`src/hw/sfvp_pkg.sv`:
```
// Purpose: Constants for the vendor parameter area and power-on sequencing.
// Assumes: Byte addresses are the parameter-space byte offsets.
// Notes:   Values are the fixed read-only contents of the area.
package sfvp_pkg;

  localparam logic [7:0]  SFVP_ADDR_SUPPLY_MAX   = 8'h60;
  localparam logic [7:0]  SFVP_ADDR_SUPPLY_MIN   = 8'h62;
  localparam logic [7:0]  SFVP_ADDR_PIN_FEATURE  = 8'h64;
  localparam logic [7:0]  SFVP_ADDR_WRAP_OPCODE  = 8'h66;
  localparam logic [7:0]  SFVP_ADDR_WRAP_LENGTH  = 8'h67;
  localparam logic [7:0]  SFVP_ADDR_LOCK_FEATURE = 8'h68;
  localparam logic [7:0]  SFVP_ADDR_TAIL         = 8'h6c;

  localparam logic [15:0] SFVP_SUPPLY_MAX_VAL    = 16'h3600;
  localparam logic [15:0] SFVP_SUPPLY_MIN_VAL    = 16'h2350;
  localparam logic [15:0] SFVP_PIN_FEATURE_VAL   = 16'h4ff6;
  localparam logic [7:0]  SFVP_WRAP_OPCODE_VAL   = 8'hff;
  localparam logic [7:0]  SFVP_WRAP_LENGTH_VAL   = 8'hff;
  localparam logic [31:0] SFVP_LOCK_FEATURE_VAL  = 32'hffffc7fe;
  localparam logic [7:0]  SFVP_BLANK_BYTE        = 8'hff;

  // Power-up select delay in microseconds and its cycle count at 100 MHz.
  localparam int          SFVP_CLK_MHZ           = 100;
  localparam int          SFVP_SELECT_DELAY_US   = 800;
  localparam int          SFVP_SELECT_DELAY_CYC  = SFVP_SELECT_DELAY_US * SFVP_CLK_MHZ;

  // Lane modes accepted for the parameter-read instruction.
  localparam logic [1:0]  SFVP_LANES_SINGLE      = 2'h0;
  localparam logic [1:0]  SFVP_LANES_DUAL        = 2'h1;
  localparam logic [1:0]  SFVP_LANES_QUAD        = 2'h2;

  typedef enum logic [1:0] {
    SFVP_ST_POR,
    SFVP_ST_WAIT,
    SFVP_ST_STANDBY
  } sfvp_pwr_type;

endpackage : sfvp_pkg

```
`src/hw/sfvp_top.sv`:
```
// Purpose: Vendor parameter area reads and power-on state of a serial flash.
// Assumes: Serial framing is decoded upstream; a read request carries lane mode and byte address.
// Notes:   The delay count is a parameter so simulation can shorten it.
//
// Notes on behaviour
// RULE1: Bytes 60h and 61h read 00h and 36h, a maximum supply of 3.600 V.
// RULE2: Bytes 62h and 63h read 50h and 23h, a minimum supply of 2.350 V.
// RULE3: The word at 64h reads 4ff6h with reset pin absent, hold present, deep power-down present, no soft reset.
// RULE4: In that word the soft-reset opcode field is all ones, suspends read zero, bit 14 one, wrap-around zero.
// RULE5: Bytes 66h and 67h read ffh because wrap-around reads are not offered.
// RULE6: The low half of the word at 68h reads c7feh describing the lock features.
// RULE7: Bits 11 to 13 of that word read zero, bits 15:14 read ones and bits 31:16 read all ones.
// RULE8: Bytes 6ch to 6fh and every undefined location read ffh.
// RULE9: The parameter read is only served in uniform single, dual or quad lane mode.
// RULE10: Wait states are dummy clocks after the address or mode bits, counted by the framer.
// RULE11: The host drives any mode bits right after the address.
// RULE12: After power-up the device is in standby, not deep power-down, with the write latch cleared.
// RULE13: The host keeps select inactive through power-up until the delay has passed.
// RULE14: Commands are accepted only once the power-up select delay has elapsed.
// RULE15: While power-on reset is active all serial activity is ignored and outputs stay off.
`timescale 1ns/100ps
module sfvp_top
  import sfvp_pkg::*;
#(
  parameter int DELAY_CYC = SFVP_SELECT_DELAY_CYC
)(
  // Clock and reset
  input  wire logic       i_core_clk,
  input  wire logic       i_sys_rst,
  // Read request from the serial framer
  input  wire logic       i_rd_req,
  input  wire logic [1:0] i_rd_lanes,
  input  wire logic [7:0] i_rd_addr,
  // Write-latch control from the command decoder
  input  wire logic       i_wel_set,
  input  wire logic       i_wel_clr,
  // Read answer
  output logic            o_rd_valid,
  output logic      [7:0] o_rd_data,
  output logic            o_rd_oe,
  // Power state
  output logic            o_ready,
  output logic            o_deep_power_down,
  output logic            o_write_latch_flag
);

  // Lane modes accepted by the parameter read, lowest code first.
  localparam int                         LANE_W     = $bits(SFVP_LANES_SINGLE);
  localparam int                         LANE_CNT   = 3;
  localparam logic [LANE_CNT*LANE_W-1:0] LANE_TABLE = {SFVP_LANES_QUAD, SFVP_LANES_DUAL, SFVP_LANES_SINGLE};

  // A zero delay would wrap the terminal count, so it is clamped to a single cycle.
  localparam int                         DELAY_LAST = (DELAY_CYC > 0) ? (DELAY_CYC - 1) : 0;

  typedef struct packed {
    sfvp_pwr_type pwr;
    logic [31:0]  cnt;
    logic         rd_valid;
    logic [7:0]   rd_data;
    logic         rd_oe;
    logic         ready;
    logic         dpd;
    logic         write_latch_flag;
  } sfvp_state_type;

  sfvp_state_type      state_reg;
  sfvp_state_type      state_next;
  logic [7:0]          rom_data;
  logic [LANE_CNT-1:0] lane_hit;
  logic                lanes_ok;
  logic                in_standby;
  logic                in_wait;
  logic                delay_done;
  logic                read_take;
  logic                latch_set;
  logic                latch_clr;

  sfvp_rom u_rom (
    .i_addr (i_rd_addr),
    .o_data (rom_data)
  );

  for (genvar g = 0; g < LANE_CNT; g++) begin : g_lane
    assign lane_hit[g] = (i_rd_lanes == LANE_TABLE[g*LANE_W +: LANE_W]); // RULE9
  end

  assign lanes_ok   = |lane_hit; // RULE9

  assign in_standby = (state_reg.pwr == SFVP_ST_STANDBY);
  assign in_wait    = (state_reg.pwr == SFVP_ST_WAIT);
  assign delay_done = in_wait && (state_reg.cnt >= 32'(DELAY_LAST)); // RULE14

  // Requests count only in standby, so anything seen during reset or the delay is dropped, not answered stale.
  assign read_take  = in_standby && i_rd_req && lanes_ok; // RULE9 RULE14 RULE15
  assign latch_set  = in_standby && i_wel_set;
  assign latch_clr  = in_standby && i_wel_clr;

  always_comb begin
    state_next          = state_reg;
    state_next.rd_valid = 1'b0;
    state_next.rd_oe    = 1'b0; // RULE15
    state_next.dpd      = 1'b0; // RULE12
    case (state_reg.pwr)
      SFVP_ST_POR: begin
        state_next.cnt   = 32'h0;
        state_next.ready = 1'b0;
        state_next.write_latch_flag   = 1'b0; // RULE12
        state_next.pwr   = SFVP_ST_WAIT; // RULE15
      end
      SFVP_ST_WAIT: begin
        if (delay_done) begin
          state_next.pwr   = SFVP_ST_STANDBY;
          state_next.ready = 1'b1; // RULE14
        end else begin
          state_next.cnt   = state_reg.cnt + 32'h1;
        end
      end
      SFVP_ST_STANDBY: begin
        // The framer raises the request after any dummy clocks, so the answer goes out on the next edge.
        if (read_take) begin
          state_next.rd_valid = 1'b1; // RULE10
          state_next.rd_oe    = 1'b1;
          state_next.rd_data  = rom_data;
        end
        // Set wins over clear when both arrive in the same cycle, so the clear is dropped.
        if (latch_set) begin
          state_next.write_latch_flag = 1'b1;
        end else if (latch_clr) begin
          state_next.write_latch_flag = 1'b0;
        end
      end
      default: begin
        state_next.pwr   = SFVP_ST_POR;
        state_next.ready = 1'b0;
      end
    endcase
  end

  always_ff @(posedge i_core_clk or posedge i_sys_rst) begin
    if (i_sys_rst) begin
      state_reg.pwr      <= SFVP_ST_POR;
      state_reg.cnt      <= 32'h0;
      state_reg.rd_valid <= 1'b0;
      state_reg.rd_data  <= 8'h0;
      state_reg.rd_oe    <= 1'b0; // RULE15
      state_reg.ready    <= 1'b0;
      state_reg.dpd      <= 1'b0; // RULE12
      state_reg.write_latch_flag      <= 1'b0; // RULE12
    end else begin
      state_reg <= state_next;
    end
  end

  assign o_rd_valid         = state_reg.rd_valid;
  assign o_rd_data          = state_reg.rd_data;
  assign o_rd_oe            = state_reg.rd_oe;
  assign o_ready            = state_reg.ready;
  assign o_deep_power_down  = state_reg.dpd; // RULE12
  assign o_write_latch_flag = state_reg.write_latch_flag;

endmodule : sfvp_top

```
`src/hw/sfvp_rom.sv`:
```
// Purpose: Combinational byte lookup of the vendor parameter area.
// Assumes: Address is a byte address in the parameter space.
// Notes:   Every byte not defined reads as blank.
`timescale 1ns/100ps
module sfvp_rom
  import sfvp_pkg::*;
(
  // Lookup
  input  wire logic [7:0] i_addr,
  output logic      [7:0] o_data
);

  always_comb begin
    case (i_addr)
      SFVP_ADDR_SUPPLY_MAX:           o_data = SFVP_SUPPLY_MAX_VAL[7:0];     // RULE1
      SFVP_ADDR_SUPPLY_MAX + 8'h01:   o_data = SFVP_SUPPLY_MAX_VAL[15:8];    // RULE1
      SFVP_ADDR_SUPPLY_MIN:           o_data = SFVP_SUPPLY_MIN_VAL[7:0];     // RULE2
      SFVP_ADDR_SUPPLY_MIN + 8'h01:   o_data = SFVP_SUPPLY_MIN_VAL[15:8];    // RULE2
      SFVP_ADDR_PIN_FEATURE:          o_data = SFVP_PIN_FEATURE_VAL[7:0];    // RULE3
      SFVP_ADDR_PIN_FEATURE + 8'h01:  o_data = SFVP_PIN_FEATURE_VAL[15:8];   // RULE4
      SFVP_ADDR_WRAP_OPCODE:          o_data = SFVP_WRAP_OPCODE_VAL;         // RULE5
      SFVP_ADDR_WRAP_LENGTH:          o_data = SFVP_WRAP_LENGTH_VAL;         // RULE5
      SFVP_ADDR_LOCK_FEATURE:         o_data = SFVP_LOCK_FEATURE_VAL[7:0];   // RULE6
      SFVP_ADDR_LOCK_FEATURE + 8'h01: o_data = SFVP_LOCK_FEATURE_VAL[15:8];  // RULE7
      SFVP_ADDR_LOCK_FEATURE + 8'h02: o_data = SFVP_LOCK_FEATURE_VAL[23:16]; // RULE7
      SFVP_ADDR_LOCK_FEATURE + 8'h03: o_data = SFVP_LOCK_FEATURE_VAL[31:24]; // RULE7
      default:                        o_data = SFVP_BLANK_BYTE;              // RULE8
    endcase
  end

endmodule : sfvp_rom

```
`config.mk`:
```
export PLATFORM = sky130hd
export DESIGN_NAME = sfvp_top
export DESIGN_NICKNAME = d
export VERILOG_FILES = /design/src/hw/sfvp_pkg.sv /design/src/hw/sfvp_top.sv /design/src/hw/sfvp_rom.sv
export SDC_FILE = /design/constraint.sdc
export NUM_CORES = 1
export LEC_CHECK = 0
export ABC_CLOCK_PERIOD_IN_PS = 2670
export CORE_MARGIN = 1
export CORE_UTILIZATION = 30
export CTS_CLUSTER_DIAMETER = 120
export DETAILED_ROUTE_END_ITERATION = 12
export DONT_BUFFER_PORTS = 1
export PLACE_DENSITY_LB_ADDON = 0.3
export SYNTH_ARGS = -nofsm -noshare
export SYNTH_HDL_FRONTEND = slang
export SYNTH_HIERARCHICAL = 1
export SYNTH_SLANG_ARGS = --single-unit
```
`constraint.sdc`:
```
create_clock -name i_core_clk -period 2.67 [get_ports i_core_clk]
set_clock_uncertainty 0.15 [all_clocks]
set_input_delay 0.267 -clock i_core_clk [delete_from_list [all_inputs] [get_ports i_core_clk]]
set_output_delay 0.267 -clock i_core_clk [all_outputs]
set_load 0.1 [all_outputs]
```
Word-level counts from Yosys, hierarchy flattened. Cells that the tools add are included.

Flip-flop bits (word level): 46. Bits in latches: 0. Bits in writable memories: 0. Memory bits (read-only): 0. Output and inout port bits: 13. Logic and storage cells: 51. Memories kept: 0.

$add $sub $neg: 1. $mul: 0. Divide/modulo/power cells: 0. Magnitude comparators: 1. Equality and inequality tests: 15. Shift operators: 0. Mux-type cells: 12. Bitwise logic cells: 1. Reduce and logical (&&, ||, !) cells: 14.

Operator list (count): $eq A8 B7 Y1 const B (8); $pmux W32 S2 (1); $pmux W8 S8 (1); $add A32 B1 Y32 const B (1); $ge A32 B17 Y1 const B (1); $mux W32 (1); $mux W10 (2); $reduce_and A2 Y1 (4); $pmux W2 S3 (1); $logic_and A1 B1 Y1 (5); $eq A2 B1 Y1 const B (2); $eq A2 B2 Y1 const B (2); $logic_not A2 Y1 (2); $pmux W1 S2 (2); $reduce_bool A2 Y1 (2); $mux W1 (3); $ne A3 B1 Y1 const B (1); $reduce_or A3 Y1 (1); $mux W2 (1); $ne A2 B1 Y1 const B (1); $ne A2 B2 Y1 const B (1); $not A1 Y1 (1).

Longest topological paths before layout.
Word-level depth: 5. Mapped depth: 8. Gate-level depth less buffers: 6.

Hierarchy. The synthesis kept the hierarchy.

Modules (own cells, without submodules): sfvp_top (instances 1, cells each 184, area each 2065.7 sq um); sfvp_rom (instances 1, cells each 25, area each 167.7 sq um).

Worst setup path after synthesis. No wires, ideal clock.

Kind: flip-flop to flip-flop. From: reg state_reg[46] (netlist name). To: reg state_reg[22] (netlist name). Library setup time: 82 ps. Data arrival time: 2320 ps. Path slack: 118 ps. Stages on the path, launching flop included: 7. Buffers on the path: 1. Clock period less this slack: 2552 ps. Cell sequence: dfrtp_1 > and2b_1 > nand4_2 > a211o_1 > buf_6 > or4_1 > a21oi_1.

Longest elaborated chain between the ends: 4.

RTL lines: from (decl) (line sfvp_top.sv:66) `sfvp_state_type state_reg;`; from (signal assigned) (line sfvp_top.sv:150) `state_reg <= state_next;`; $eq A2 B1 Y1 (line sfvp_top.sv:90, sfvp_top.sv:103); $logic_and A1 B1 Y1 (line sfvp_top.sv:91) `assign delay_done = in_wait && (state_reg.cnt >= 32'(DELAY_LAST));`; $ne A2 B2 Y1 (no line); $reduce_and A2 Y1 (no line).

Parallel ways exist; a longest one is shown, timed or not. A chain may end at the register's enable or synchronous reset.

Worst setup path after layout.
From: reg state_reg[13] (netlist name). To: reg state_reg[19] (netlist name).

Longest elaborated chain between the ends: 4.

RTL lines (line): $ge A32 B17 Y1 (sfvp_top.sv:91); $logic_and A1 B1 Y1 (sfvp_top.sv:91); $ne A2 B2 Y1 (no line); $reduce_and A2 Y1 (no line).

Parallel ways exist; a longest one is shown, timed or not. The select of a mux whose other input is x is not followed.

==> flow_summary.json <==
{
  "status": "complete, no violations",
  "gp_congestion": 0.721,
  "largest_register_ffs": 34,
  "grt_setup_unrepaired": "false",
  "met1_usage_pct": 16.5,
  "synth-seq-area-share_pct": 49.3,
  "worst_pin_slew_ps": 964,
  "cts_setup_buffers": 0,
  "n_antenna_cell": 0,
  "fin_tns_setup_ps": 0,
  "critPathCaptureType": "register",
  "ir_worst_vdd_mv": 0.160,
  "critPathKind": "reg2reg",
  "use_met3_pct": 2.61,
  "rows": 31,
  "dieArea_sq_mm": 0.00779,
  "fp.dieH_um": 88.3,
  "period_share_pct": 83.6,
  "clk_latency_ps": 290,
  "cts-root-buf": "clkbuf_8",
  "hold_buffers": 3,
  "layoutNonFillerInstCount": 308,
  "cts.sinks": 44,
  "drive_above_1_share_pct": 12.9,
  "powerDensity_mw_per_mm2": 469,
  "dieWidth_um": 88.3,
  "grt-ovfl-total": 0,
  "avgSynthCellArea_sq_um": 10.7,
  "syn2layout_area_growth_pct": 7.73,
  "antenna_found_initial": 0,
  "p_leak_uw": 0.00107,
  "met2_usage_pct": 17.8,
  "syn_inst": 209,
  "relSlewSlack_pct": 35.4,
  "dpl.cell_count": 297,
  "numPortBuffers": 0,
  "numCtsBuffers": 5,
  "final_area_sq_mm": 0.00241,
  "worstPathRequired_ps": 2740,
  "hold_path.class": "in2reg",
  "ios": 28,
  "fin_nets": 224,
  "gr-max-usage-layer": "met2",
  "core_sq_mm": 0.00721,
  "clk_pin_slew_ps": 90,
  "grt_util_all_layers_pct": 11.7,
  "drtIter0Drc": 73,
  "grt_pass1_wl_um": 7110,
  "htree_levels": 2,
  "crit_path_start_kind": "register",
  "grt_pass1_vias": 1445,
  "wl_per_cell_um": 13.3,
  "cts_tree": "done",
  "synth_nets": 225,
  "period_needed_ps": 2230,
  "grt_start_max_net_pins": 28,
  "num_vias": 1478,
  "first_pass_iters": 4,
  "timing.hold.ws_ps": 14.8,
  "drv_cap": 0,
  "ys_seq_elements": 44,
  "crit_arrival_ps": 2300,
  "ant_nets": 0,
  "yosys_warnings": 6,
  "cp_max_fo": 9,
  "setup_violations": 0,
  "hpwlAfterDp_um": 2980,
  "fmax_mhz": 448,
  "fin_util_pct": 33.4,
  "synthDistinctLibCells": 48,
  "postPlaceCellArea_sq_mm": 0.00228,
  "start_util_pct": 31.0,
  "ctsLongestPathBuffers": 2,
  "remaining_drc_errors": 0,
  "post_cts_resized": 0,
  "wirelength_um": 4080,
  "syn-cell-area_sq_mm": 0.00223,
  "maxSlewViolCount": 0,
  "vias_per_cell": 4.80,
  "hold_violations": 0
}
==> cell usage in the layout, fill, tap and decap left out, drive strengths merged, types with 2 or more instances in the layout <==
cell,instances
nand4,4
or4,2
a31oi,2
and2,15
dlygate4sd3,3
a21oi,10
nand2,12
nand3,10
a31o,2
xnor2,2
and3,4
clkbuf,5
a21o,2
nor3,5
and4,2
o211ai,3
nor2b,3
or3,6
o31ai,5
nor2,8
o21a,6
a211o,2
dfrtp,44
nor4,6
inv,6
o21ai,10
buf,6
mux2,9
nand2b,3
==> final timing paths <==
path,from,endpoint,slack [ps],cells after the start
max,state_reg[13]$_DFFE_PP0P_,state_reg[19]$_DFFE_PP0P_,440,7
min,i_rd_lanes[0],o_rd_oe$_DFF_PP0_,10,1
max reg2reg,state_reg[13]$_DFFE_PP0P_,state_reg[19]$_DFFE_PP0P_,440,7
min reg2reg,state_reg[30]$_DFFE_PP0P_,state_reg[30]$_DFFE_PP0P_,360,1
max in group asynchronous,i_sys_rst,state_reg[28]$_DFFE_PP0P_,1310,3
min in group asynchronous,i_sys_rst,state_reg[41]$_DFFE_PP0P_,370,2
==> metrics by stage <==
step	setup slack (ps)	total power [uW]
after floorplan	118	711
after global placement	478	712
after detailed placement	442	712
after CTS	407	1160
after global routing	210	1180
final	438	1130
==> worst max-delay path, cell delays in order, from the launching register on <==
cell	delay, ps
dfrtp_1	430
ha_1	270
nand4_1	170
o211ai_2	140
a211o_1	330
buf_4	180
or3_1	340
a21oi_1	150
==> metal layers <==
metal  vias to the layer above  part of all wire [%]
li1                        741                     -
met1                       715                    48
met2                        20                    47
met3                         2                   3.7
met4                         0                  0.73
met5                         -                     0
==> power by group <==
part	internal (uW)	switching (uW)	leakage, uW
registers	666	0	0.000598
clock network	191	237	0.0000452
logic	10.5	24.3	0.000431
total	867	262	0.00107
==> area by class of cell <==
cell class	count	area (sq um)
timing repair buffer	9	75.1
tap	99	124
clock inverter	3	25.0
sequential	44	1100
multi-input combinational	143	992
inverter	5	18.8
fill	755	4810
clock buffer	5	68.8
==> cells in the mapped netlist (all sizes together) <==
library cell / instances / area [sq um]
mux2: 9 / 101
nand4: 4 / 31.3
a2111oi: 1 / 27.5
and2b: 1 / 7.51
dfrtp: 44 / 1100
o31ai: 5 / 37.5
a211o: 2 / 17.5
nor2: 8 / 32.5
a21oi: 10 / 53.8
a21o: 2 / 15.0
a31oi: 2 / 12.5
nand3: 10 / 50.1
nand2: 12 / 45.0
xnor2: 2 / 17.5
nor2b: 3 / 18.8
o21a: 6 / 45.0
nor3: 5 / 25.0
conb: 1 / 3.75
o21ai: 10 / 50.0
nand2b: 3 / 18.8
o211ai: 3 / 27.5
and4: 2 / 17.5
or3: 6 / 37.5
clkbuf: 3 / 11.3
and4bb: 1 / 12.5
a31o: 2 / 17.5
inv: 5 / 18.8
or4: 2 / 15.0
a21boi: 1 / 7.51
ha: 1 / 12.5
a211oi: 1 / 7.51
and2: 15 / 93.8
and3: 4 / 25.0
a41o: 1 / 10.0
buf: 14 / 110
or2: 1 / 6.26
nor4: 6 / 80.1
nand4bb: 1 / 11.3
==> cells by family (layout without fill, tap and decap cells) <==
kind of cell | count (synthesis) | in the layout | synth area share, %
other | 1 | 1 | 0.168
muxes | 9 | 9 | 4.54
adders and majority gates | 1 | 1 | 0.560
and+or+nand+nor | 84 | 84 | 23.6
AOI/OAI and AO/OA | 46 | 46 | 14.7
xor gates and xnor gates | 2 | 2 | 0.784
buffers and inverters | 22 | 22 | 6.27
DFF | 44 | 44 | 49.3
No activity file was read; power rests on OpenSTA's default activity.
